$ cat config.mk
export PLATFORM = sky130hd
export DESIGN_NAME = io_ports
export DESIGN_NICKNAME = d
export VERILOG_FILES = /design/src/include/io_ports_pkg.sv /design/src/hw/pullup_pulse.sv /design/src/hw/io_ports.sv
export SDC_FILE = /design/constraint.sdc
export NUM_CORES = 1
export LEC_CHECK = 0
export ABC_CLOCK_PERIOD_IN_PS = 4310
export BUFFER_PORTS_ARGS = -buffer_cell sky130_fd_sc_hd__buf_2
export CAP_MARGIN = 25
export CORE_MARGIN = 2
export CORE_UTILIZATION = 63
export CTS_BUF_LIST = sky130_fd_sc_hd__clkbuf_4 sky130_fd_sc_hd__clkbuf_8
export DETAILED_ROUTE_END_ITERATION = 10
export PLACE_DENSITY = 0.95
export SYNTH_ARGS = -nofsm -noshare
export SYNTH_HDL_FRONTEND = slang
export SYNTH_HIERARCHICAL = 1
export SYNTH_SLANG_ARGS = --single-unit
$ cat constraint.sdc
create_clock -name clk -period 4.31 [get_ports clk]
set_input_delay 1.0775 -clock clk [delete_from_list [all_inputs] [get_ports clk]]
set_output_delay 1.0775 -clock clk [all_outputs]
set_load 0.005 [all_outputs]
$ cat src/include/io_ports_pkg.sv
// Shared constants and types for the four-port I/O block: three quasi-bidirectional ports and one true bidirectional port.
// Assumes a single core clock; all port-register accesses come from the core as strobes.
package io_ports_pkg;

    // ------------------------------------------------------------------
    // Widths and counts
    // ------------------------------------------------------------------
    localparam int          PORT_W        = 8;
    localparam int          NUM_PORTS     = 4;
    localparam int          SEL_W         = 2;
    localparam int          BIT_SEL_W     = 3;

    // Port indices: low-address port, alternate port A, upper-address port, alternate port B.
    localparam logic [1:0]  PORT_LOW_ADDR = 2'h0;
    localparam logic [1:0]  PORT_ALT_A    = 2'h1;
    localparam logic [1:0]  PORT_HIGH_ADR = 2'h2;
    localparam logic [1:0]  PORT_ALT_B    = 2'h3;

    // Pin positions used by extended address bits and the data read strobe.
    localparam int          A17_BIT_POS   = 7;
    localparam int          A16_BIT_POS   = 7;

    // ------------------------------------------------------------------
    // Latch values loaded at reset and during bus cycles
    // ------------------------------------------------------------------
    localparam logic [7:0]  LATCH_RST     = 8'hff;
    localparam logic [7:0]  BUS_LATCH_VAL = 8'hff;

    // ------------------------------------------------------------------
    // Strong pull-up pulse: two oscillator periods at 40 ns each
    // ------------------------------------------------------------------
    localparam int          CLK_PERIOD_NS = 40;
    localparam int          PULLUP_TIME_NS = 80;
    localparam int          PULLUP_CYCLES = (PULLUP_TIME_NS + CLK_PERIOD_NS - 1) / CLK_PERIOD_NS;
    localparam logic [1:0]  PULLUP_CNT_LD = 2'(PULLUP_CYCLES);

    // ------------------------------------------------------------------
    // Read-modify-write operations applied to a latch value
    // ------------------------------------------------------------------
    typedef enum logic [3:0] {
        OP_AND, OP_OR, OP_XOR, OP_INC, OP_DEC, OP_CPL_BIT, OP_JBC_BIT,
        OP_SET_BIT, OP_CLR_BIT, OP_MOV_CARRY, OP_CPL_BYTE
    } rmw_op_t;

    // Read strobe selection for external data reads.
    localparam logic [1:0]  RDSEL_PROG    = 2'h0;

    // External bus cycle phases.
    typedef enum logic [1:0] {
        BUS_IDLE, BUS_ADDR, BUS_WRITE, BUS_READ
    } bus_phase_t;

endpackage : io_ports_pkg

$ cat src/hw/pullup_pulse.sv
// One strong pull-up pulse generator per latch bit of the three quasi-bidirectional ports.
// Assumes the latch value is presented as a registered signal in the same clock domain.
`timescale 1ns/1ns
module pullup_pulse (
    // Clock and reset
    input  wire logic       clk,
    input  wire logic       rst_b,
    input  wire logic       clk_en,
    // Latch bit and pulse output
    input  wire logic       latch_bit,
    output logic            pullup_en
);
    import io_ports_pkg::*;

    logic       prev_q;
    logic [1:0] cnt_q;
    logic       rise;

    // A zero-to-one change in the latch starts the pulse.
    assign rise = latch_bit & ~prev_q;

    // Counter holds the pulse for exactly the loaded number of cycles; a new
    // rise restarts it so overlapping transitions never shorten the pulse.
    always_ff @(posedge clk or negedge rst_b) begin
        if (!rst_b) begin
            prev_q    <= 1'b1;
            cnt_q     <= 2'h0;
            pullup_en <= 1'b0;
        end else if (clk_en) begin
            prev_q <= latch_bit;
            if (rise) begin
                cnt_q     <= PULLUP_CNT_LD - 2'h1;
                pullup_en <= 1'b1;
            end else if (cnt_q != 2'h0) begin
                cnt_q     <= cnt_q - 2'h1;
                pullup_en <= 1'b1;
            end else begin
                pullup_en <= 1'b0;
            end
        end
    end

    // ------------------------------------------------------------------
    // Checks
    // ------------------------------------------------------------------
    property p_pulse_len;
        @(posedge clk) disable iff (!rst_b)
        (clk_en && rise) ##1 clk_en |-> pullup_en ##1 (clk_en [*1]) |-> pullup_en;
    endproperty
    a_pulse_len: assert property (p_pulse_len) else $error("pull-up pulse too short");

endmodule : pullup_pulse

$ cat src/hw/io_ports.sv
// Four 8-bit port latches with pin read paths, read-modify-write logic,
// pin drivers and the multiplexed external address/data bus takeover.
// Assumes the core issues one port access per cycle as strobes and that pins
// are resolved outside from the output and output-enable pairs.
`timescale 1ns/1ns
module io_ports (
    // Clock and reset
    input  wire logic                         clk,
    input  wire logic                         rst_b,
    input  wire logic                         clk_en,
    // Core port access
    input  wire logic [io_ports_pkg::SEL_W-1:0]     port_sel,
    input  wire logic                         port_wr,
    input  wire logic [7:0]                   port_wdata,
    input  wire logic                         rmw_en,
    input  wire io_ports_pkg::rmw_op_t        rmw_op,
    input  wire logic [7:0]                   rmw_operand,
    input  wire logic [io_ports_pkg::BIT_SEL_W-1:0] rmw_bit,
    input  wire logic                         rmw_carry,
    input  wire logic                         read_pin_sel,
    output logic [7:0]                        port_rdata,
    output logic                              rmw_bit_old,
    // External bus control
    input  wire logic                         bus_active,
    input  wire io_ports_pkg::bus_phase_t     bus_phase,
    input  wire logic                         bus_page_mode,
    input  wire logic                         bus_prog_fetch,
    input  wire logic [1:0]                   read_strobe_select_cfg,
    input  wire logic [1:0]                   addr_width_sel,
    input  wire logic [17:0]                  bus_addr,
    input  wire logic [7:0]                   bus_wdata,
    output logic [7:0]                        bus_rdata,
    output logic                              program_read_strobe_n,
    output logic                              data_read_strobe_n,
    // Alternate functions on the two general ports
    input  wire logic [7:0]                   alt_out_a,
    input  wire logic [7:0]                   alt_out_b,
    // Pins
    input  wire logic [31:0]                  pin_in,
    output logic [31:0]                       pin_out,
    output logic [31:0]                       pin_oe,
    output logic [31:0]                       strong_pullup
);
    import io_ports_pkg::*;

    // ------------------------------------------------------------------
    // Decoding helpers
    // ------------------------------------------------------------------
    function automatic logic [7:0] bit_mask(input logic [2:0] b);
        bit_mask = 8'h01 << b;
    endfunction : bit_mask

    function automatic logic [7:0] rmw_result(input rmw_op_t op, input logic [7:0] v,
                                              input logic [7:0] opd, input logic [2:0] b,
                                              input logic c);
        logic [7:0] m;
        m = bit_mask(b);
        case (op)
            OP_AND:       rmw_result = v & opd;
            OP_OR:        rmw_result = v | opd;
            OP_XOR:       rmw_result = v ^ opd;
            OP_INC:       rmw_result = v + 8'h01;
            OP_DEC:       rmw_result = v - 8'h01;
            OP_CPL_BIT:   rmw_result = v ^ m;
            OP_JBC_BIT:   rmw_result = v & ~m;
            OP_SET_BIT:   rmw_result = v | m;
            OP_CLR_BIT:   rmw_result = v & ~m;
            OP_MOV_CARRY: rmw_result = c ? (v | m) : (v & ~m);
            OP_CPL_BYTE:  rmw_result = ~v;
            default:      rmw_result = v;
        endcase
    endfunction : rmw_result

    // ------------------------------------------------------------------
    // Latches, synchroniser and registered pin drive
    // ------------------------------------------------------------------
    logic [7:0]  port_latch_register [NUM_PORTS];
    logic [31:0] sync1_q;
    logic [31:0] sync2_q;
    logic [7:0]  latch_sel;
    logic [7:0]  pin_sel;
    logic [7:0]  rmw_val;
    logic        bus_cyc;
    logic        data_on_high;
    logic        data_on_low;
    logic        reading;
    logic [7:0]  low_addr_data_bus;
    logic [7:0]  high_addr_bus;
    logic        addr_bit_sixteen;
    logic        addr_bit_seventeen;
    logic [7:0]  low_drv;
    logic [7:0]  low_oe;
    logic [7:0]  high_drv;
    logic [7:0]  high_oe;
    logic [7:0]  a_drv;
    logic [7:0]  b_drv;
    logic        ext_wide;
    logic        ext_16;
    logic        data_rd;
    logic [31:0] latch_flat;

    // Selected latch and selected synchronised pin byte.
    assign latch_sel = port_latch_register[port_sel];
    assign pin_sel   = sync2_q[8*port_sel +: 8];
    // Read-modify-write always works from the latch, never the pin.
    assign rmw_val   = rmw_result(rmw_op, latch_sel, rmw_operand, rmw_bit, rmw_carry);

    // Bus phase decoding.
    assign bus_cyc      = bus_active && (bus_phase != BUS_IDLE);
    assign data_on_high = bus_page_mode;
    assign data_on_low  = !bus_page_mode;
    assign reading      = bus_cyc && (bus_phase == BUS_READ);
    assign ext_wide     = addr_width_sel[1];
    assign ext_16       = (addr_width_sel != 2'h0);

    // Address byte routing; data replaces the address byte in write phases.
    assign low_addr_data_bus = (data_on_low && bus_phase == BUS_WRITE) ? bus_wdata
                               : bus_addr[7:0];
    assign high_addr_bus     = (data_on_high && bus_phase == BUS_WRITE) ? bus_wdata
                               : bus_addr[15:8];
    assign addr_bit_sixteen   = bus_addr[16];
    assign addr_bit_seventeen = bus_addr[17];

    // Low-address port: bus drives both levels; otherwise open drain (zeros only).
    assign low_drv = bus_cyc ? low_addr_data_bus : 8'h00;
    assign low_oe  = bus_cyc ? ((data_on_low && reading) ? 8'h00 : 8'hff)
                             : ~port_latch_register[PORT_LOW_ADDR];
    // Upper port: only used by the bus for 16-bit and wider cycles, else latch bits.
    assign high_drv = (bus_cyc && ext_16) ? high_addr_bus
                                          : port_latch_register[PORT_HIGH_ADR];
    assign high_oe  = (bus_cyc && ext_16) ? ((data_on_high && reading) ? 8'h00 : 8'hff)
                                          : ~port_latch_register[PORT_HIGH_ADR];
    // Alternate ports: latch one hands the pin to the alternate output.
    assign a_drv = port_latch_register[PORT_ALT_A] & alt_out_a;
    assign b_drv = port_latch_register[PORT_ALT_B] & alt_out_b;
    // Data reads pick the program or the data strobe; fetches use the program strobe.
    assign data_rd = reading && !bus_prog_fetch && (read_strobe_select_cfg != RDSEL_PROG);

    // Latch writes; a bus cycle forces the low-address latch to ones.
    always_ff @(posedge clk or negedge rst_b) begin
        if (!rst_b) begin
            for (int i = 0; i < NUM_PORTS; i++) begin
                port_latch_register[i] <= LATCH_RST;
            end
        end else if (clk_en) begin
            if (rmw_en) begin
                port_latch_register[port_sel] <= rmw_val;
            end else if (port_wr) begin
                port_latch_register[port_sel] <= port_wdata;
            end
            if (bus_cyc) begin
                port_latch_register[PORT_LOW_ADDR] <= BUS_LATCH_VAL;
            end
        end
    end

    // Two-flop pin synchroniser; only the second stage is ever read.
    always_ff @(posedge clk or negedge rst_b) begin
        if (!rst_b) begin
            sync1_q <= '1;
            sync2_q <= '1;
        end else if (clk_en) begin
            sync1_q <= pin_in;
            sync2_q <= sync1_q;
        end
    end

    // Read data and the old bit value for jbc-style tests.
    always_ff @(posedge clk or negedge rst_b) begin
        if (!rst_b) begin
            port_rdata  <= 8'hff;
            rmw_bit_old <= 1'b1;
            bus_rdata   <= 8'h00;
        end else if (clk_en) begin
            port_rdata  <= read_pin_sel ? pin_sel : latch_sel;
            rmw_bit_old <= latch_sel[rmw_bit];
            if (reading) begin
                bus_rdata <= data_on_low ? sync2_q[7:0] : sync2_q[23:16];
            end
        end
    end

    // Pin drive registers: pins follow the latch one cycle after it changes, so a
    // modified value reaches the pins early in the next operation.
    always_ff @(posedge clk or negedge rst_b) begin
        if (!rst_b) begin
            pin_out               <= '1;
            pin_oe                <= '0;
            program_read_strobe_n <= 1'b1;
            data_read_strobe_n    <= 1'b1;
        end else if (clk_en) begin
            pin_out[7:0]   <= low_drv;
            pin_oe[7:0]    <= low_oe;
            pin_out[15:8]  <= a_drv;
            pin_oe[15:8]   <= ~a_drv;
            pin_out[23:16] <= high_drv;
            pin_oe[23:16]  <= high_oe;
            pin_out[31:24] <= b_drv;
            pin_oe[31:24]  <= ~b_drv;
            // Extended address bits take over bit 7 of the alternate ports.
            if (bus_cyc && ext_wide) begin
                pin_out[8+A17_BIT_POS]  <= addr_bit_seventeen;
                pin_oe[8+A17_BIT_POS]   <= 1'b1;
                pin_out[24+A16_BIT_POS] <= addr_bit_sixteen;
                pin_oe[24+A16_BIT_POS]  <= 1'b1;
            end else if (bus_cyc) begin
                pin_out[24+A16_BIT_POS] <= !data_rd;
                pin_oe[24+A16_BIT_POS]  <= 1'b1;
            end
            program_read_strobe_n <= !(reading && !data_rd);
            data_read_strobe_n    <= !data_rd;
        end
    end

    // ------------------------------------------------------------------
    // Strong pull-up on the three quasi-bidirectional ports
    // ------------------------------------------------------------------
    assign latch_flat = {port_latch_register[3], port_latch_register[2],
                         port_latch_register[1], port_latch_register[0]};
    assign strong_pullup[7:0] = 8'h00;  // The true bidirectional port has no pull-up.

    genvar g;
    generate
        for (g = 8; g < 32; g++) begin : g_pu
            pullup_pulse u_pu (
                .clk       (clk),
                .rst_b     (rst_b),
                .clk_en    (clk_en),
                .latch_bit (latch_flat[g]),
                .pullup_en (strong_pullup[g])
            );
        end
    endgenerate

    // ------------------------------------------------------------------
    // Checks
    // ------------------------------------------------------------------
    property p_bus_ones;
        @(posedge clk) disable iff (!rst_b)
        (clk_en && bus_cyc) |=> (port_latch_register[PORT_LOW_ADDR] == 8'hff);
    endproperty
    a_bus_ones: assert property (p_bus_ones) else $error("low latch not ones");

    property p_high_kept;
        @(posedge clk) disable iff (!rst_b)
        (clk_en && bus_cyc && !port_wr && !rmw_en)
            |=> $stable(port_latch_register[PORT_HIGH_ADR]);
    endproperty
    a_high_kept: assert property (p_high_kept) else $error("upper latch changed");

    property p_write;
        @(posedge clk) disable iff (!rst_b)
        (clk_en && port_wr && !rmw_en && port_sel == PORT_ALT_A)
            |=> (port_latch_register[PORT_ALT_A] == $past(port_wdata));
    endproperty
    a_write: assert property (p_write) else $error("latch write lost");

    property p_read_latch;
        @(posedge clk) disable iff (!rst_b)
        (clk_en && !read_pin_sel && !port_wr && !rmw_en && !bus_cyc)
            |=> (port_rdata == $past(latch_sel));
    endproperty
    a_read_latch: assert property (p_read_latch) else $error("latch read wrong");

    property p_set_bit;
        @(posedge clk) disable iff (!rst_b)
        (clk_en && rmw_en && rmw_op == OP_SET_BIT && port_sel == PORT_ALT_A)
            |=> (port_latch_register[PORT_ALT_A]
                 == ($past(latch_sel) | bit_mask($past(rmw_bit))));
    endproperty
    a_set_bit: assert property (p_set_bit) else $error("bit set wrong");

    property p_hiz_read;
        @(posedge clk) disable iff (!rst_b)
        (clk_en && reading && data_on_low) |=> (pin_oe[7:0] == 8'h00);
    endproperty
    a_hiz_read: assert property (p_hiz_read) else $error("low port drove on read");

    property p_open_drain;
        @(posedge clk) disable iff (!rst_b)
        (clk_en && !bus_cyc) |=> ((pin_out[7:0] & pin_oe[7:0]) == 8'h00);
    endproperty
    a_open_drain: assert property (p_open_drain) else $error("low port drove one");

    property p_one_release;
        @(posedge clk) disable iff (!rst_b)
        (clk_en && port_latch_register[PORT_ALT_A][0] && alt_out_a[0])
            |=> !pin_oe[8];
    endproperty
    a_one_release: assert property (p_one_release) else $error("driver on with one");

    property p_pin_follow;
        @(posedge clk) disable iff (!rst_b)
        (clk_en && port_wr && !rmw_en && port_sel == PORT_HIGH_ADR && !bus_cyc)
            ##1 (clk_en && !bus_cyc) |=> (pin_out[23:16] == $past(port_wdata, 2));
    endproperty
    a_pin_follow: assert property (p_pin_follow) else $error("upper pins lag latch");

    property p_addr_nonpage;
        @(posedge clk) disable iff (!rst_b)
        (clk_en && bus_cyc && ext_16 && !bus_page_mode && bus_phase == BUS_ADDR)
            |=> (pin_out[23:16] == $past(bus_addr[15:8])
                 && pin_out[7:0] == $past(bus_addr[7:0]));
    endproperty
    a_addr_nonpage: assert property (p_addr_nonpage) else $error("nonpage address wrong");

    property p_data_page;
        @(posedge clk) disable iff (!rst_b)
        (clk_en && bus_cyc && ext_16 && bus_page_mode && bus_phase == BUS_WRITE)
            |=> (pin_out[23:16] == $past(bus_wdata)
                 && pin_out[7:0] == $past(bus_addr[7:0]));
    endproperty
    a_data_page: assert property (p_data_page) else $error("page data placement wrong");

    property p_fetch_strobe;
        @(posedge clk) disable iff (!rst_b)
        (clk_en && reading && bus_prog_fetch) |=> (!program_read_strobe_n && data_read_strobe_n);
    endproperty
    a_fetch_strobe: assert property (p_fetch_strobe) else $error("fetch used data strobe");

    property p_wide_addr;
        @(posedge clk) disable iff (!rst_b)
        (clk_en && bus_cyc && ext_wide)
            |=> (pin_out[8+A17_BIT_POS] == $past(bus_addr[17])
                 && pin_out[24+A16_BIT_POS] == $past(bus_addr[16]));
    endproperty
    a_wide_addr: assert property (p_wide_addr) else $error("extended address bit wrong");

endmodule : io_ports

==> results_dict.tcl <==
set metrics [dict create \
    status "finished clean" \
    yosysMostFrequentCell "dfstp_2" \
    postCtsHoldBufs 0 \
    port_buffers 221 \
    relSlewSlack_pct 31.97 \
    ys_top_cells_by_count "dfstp_2 (163), inv_1 (118), dfrtp_1 (112)" \
    synth_seq_cells 275 \
    grtUsageTotal_pct 31.20 \
    vias 11080 \
    postRouteAntennaNets 0 \
    ioPinCount 230 \
    overflow 0 \
    crit_family "compound AO/OA/AOI/OAI gates" \
    fillCellCount 1348 \
    maxSlewViolCount 0 \
    n_antenna_cell 0 \
    drc_errors 0 \
    grt_max_degree 159 \
    cts_buffers 43 \
    r2r_slack_ns 1.56 \
    p_leak_nw 7.132 \
    post-route-util_pct 74.36 \
    hold_viol_final 0 \
    syn_inst 1255 \
    place_inst 1708 \
    worst_hold_path_type "reg -> reg" \
    hp-start "pin_oe[26]" \
    r2r_end "latch_flat[14]" \
    worst_slew_pin_slew_ns 1.007 \
    crit_arrival_ns 3.76 \
    start_util_pct 64.06 \
    cts_resized 0 \
    yosysTopAreaCell "dfstp_2" \
    cpMostUsedCell "a21oi_1" \
    required_ns 4.78 \
    wirelength_mm 36.61 \
    final_cell_count_no_fill 1786 \
    synth.distinct_cells 77 \
    synthDominantCellAreaShare_pct 30.63 \
    avgSynthCellArea_sq_um 11.14 \
    cap_violations 0 \
    synth_edf_count 0 \
    ys_warn_count 6 \
    postSynth.asyncResetShare_pct 100.0 \
    grt_pass1_vias 11140 \
    setup_tns_ns 0 \
    via_per_inst 6.202 \
    netlist_top_cells_area "dfstp_2 (31%), dfrtp_1 (20%), mux2_2 (7.1%), inv_1 (3.2%), mux2i_1 (2.9%)" \
    power.total_mw 8.761 \
    cts_setup_buffers 0 \
    gp_congestion 0.9722 \
    start_kind "input pin" \
    drive_above_1_share_pct 42.16 \
    r2r-start "latch_flat[16]" \
    endpoint_kind "flip-flop" \
    wl_per_cell_um 20.50 \
    fin_ws_ns 1.027 \
    worstPathCellList "buf_2, mux4_2, ha_1, a21o_1, a31oi_1, xnor2_1, a21oi_1, a21oi_1, mux2_2" \
    critPathMaxFanout 22 \
    dp_hpwl_mm 24.95 \
    fmax_ghz 0.3046 \
    syn_area_sq_mm 0.01398 \
    critical-path-slowest-cell "mux4_2" \
    clk_pin_slew_ns 0.06 \
    cts_sinks 275 \
    ys.flop_type "dfstp_2" \
    preCtsSetupSlack_ns 0.5501 \
    dr.pass1.iters 5 \
    insertion_delay_ns 0.55 \
    finalSetupViolations 0 \
    hold_end "pin_oe[26]" \
    rows 54 \
    first_iter_violations 950 \
    yosysSeqAreaShare_pct 50.68 \
    rsz0062_at_grt "false" \
    fin_crit_sh_pct 76.16 \
    cts_htree_levels 2 \
    grt_pass1_wl_mm 59.08 \
    slowest_delay_ns 0.48 \
    rr_worst_depth 8 \
    p_per_area_mw_per_mm2 539.9 \
    ir_drop_mv 0.3077 \
    fin_nets 1619 \
    fin_skew_ns 0.02069 \
    crit_buf_inv 1 \
    die_width_um 153.0 \
    die_height_um 153.0 \
    holdPathStages 1 \
    clock_path_buffers 3 \
    coreArea_sq_mm 0.02182 \
    cts_tree "built" \
    critPathKind "in -> reg" \
    post-route-min-period_ns 3.283 \
    root_buffer "clkbuf_8" \
    syn_to_final_growth_pct 16.06 \
    antenna_found_initial 0 \
    die-area_sq_mm 0.02340 \
]
-- worst register-to-register path: stages (launching register included) --
cell and delay [ns]:
dfstp_2 0.41, mux4_1 0.68, fa_1 0.50, a211oi_1 0.28, o21bai_1 0.14, a21oi_1 0.19
xnor2_1 0.17, a2bb2oi_2 0.11, o21ai_1 0.17
-- power breakdown --
group	total, mW	internal, mW	switching, mW	leakage, nW
logic	2.60	1.20	1.41	3.66
clock network	2.27	1.26	1.01	0.481
registers	3.89	3.43	0.461	2.99
total	8.76	5.89	2.87	7.13
-- worst max-delay path by stage --
stage                     slack (ns)   startpoint        endpoint  depth (start not counted)
after CTS                       1.08  port_sel[1]  latch_flat[19]                          9
final                           1.03  port_sel[1]  latch_flat[19]                          9
after floorplan                 0.92    rmw_op[1]  latch_flat[15]                         11
after detailed placement        0.55  port_sel[1]  latch_flat[19]                          9
after global placement          0.63  port_sel[1]  latch_flat[19]                          9
after global routing            0.80  port_sel[1]  latch_flat[13]                          9
-- cell usage in the layout (no fill, tap or decap), types with 40 or more instances in the layout --
| cell | netlist | layout |
|---|---|---|
| nor2_1 | 74 | 74 |
| dfstp_2 | 163 | 163 |
| mux2i_1 | 40 | 40 |
| a21oi_1 | 76 | 76 |
| clkbuf_8 | 0 | 49 |
| mux2_2 | 88 | 88 |
| nand2_1 | 55 | 55 |
| dfrtp_1 | 112 | 112 |
| inv_1 | 118 | 118 |
| o21ai_0 | 61 | 61 |
| buf_2 | 3 | 219 |
-- layer usage --
metal	share of wire, %	GRT usage [%]	wire length (um)
met5	0	0	0
met4	3.6	11.86	1307
met3	6.7	5.727	2455
met2	50	51.76	18180
met1	40	41.28	14670
-- stage by stage --
stage	area [sq um]	hold WS (ns)
floorplan	14010	0.4576
global placement	15330	0.4551
detailed placement	15330	0.4627
CTS	16230	0.4738
global route	16230	0.4895
finish	16230	0.4739
-- layout make-up --
cell class	instances	area (sq um)	share of cell area, %
Clock buffer	67	809.5	4.989
Clock inverter	11	85.08	0.5243
Inverter	118	442.9	2.730
Multi-Input combinational cell	803	6195	38.18
Sequential cell	275	7086	43.67
Tap cell	280	350.3	2.159
Timing Repair Buffer	232	1259	7.757
-- flip-flops by register name, indices dropped and copies added, names as in the netlist --
name	count
rmw_bit_old	1
g_pu.u_pu/cnt_q	48
latch_flat	32
bus_rdata	8
pin_oe	32
g_pu.u_pu/prev_q	24
sync1_q	32
program_read_strobe_n	1
g_pu.u_pu/pullup_en	24
pin_out	32
sync2_q	32
data_read_strobe_n	1
port_rdata	8
-- cell families after synthesis --
logic type / Yosys count / share of synthesized area, %
buf+inv: 184 / 5.235
mux: 162 / 14.17
simple gates: 267 / 11.54
xor+xnor: 9 / 0.5638
other cells: 1 / 0.02682
compound gates: 326 / 14.96
flops: 275 / 50.68
fa+ha+maj: 31 / 2.828
Power figures use the tool's default switching activity.
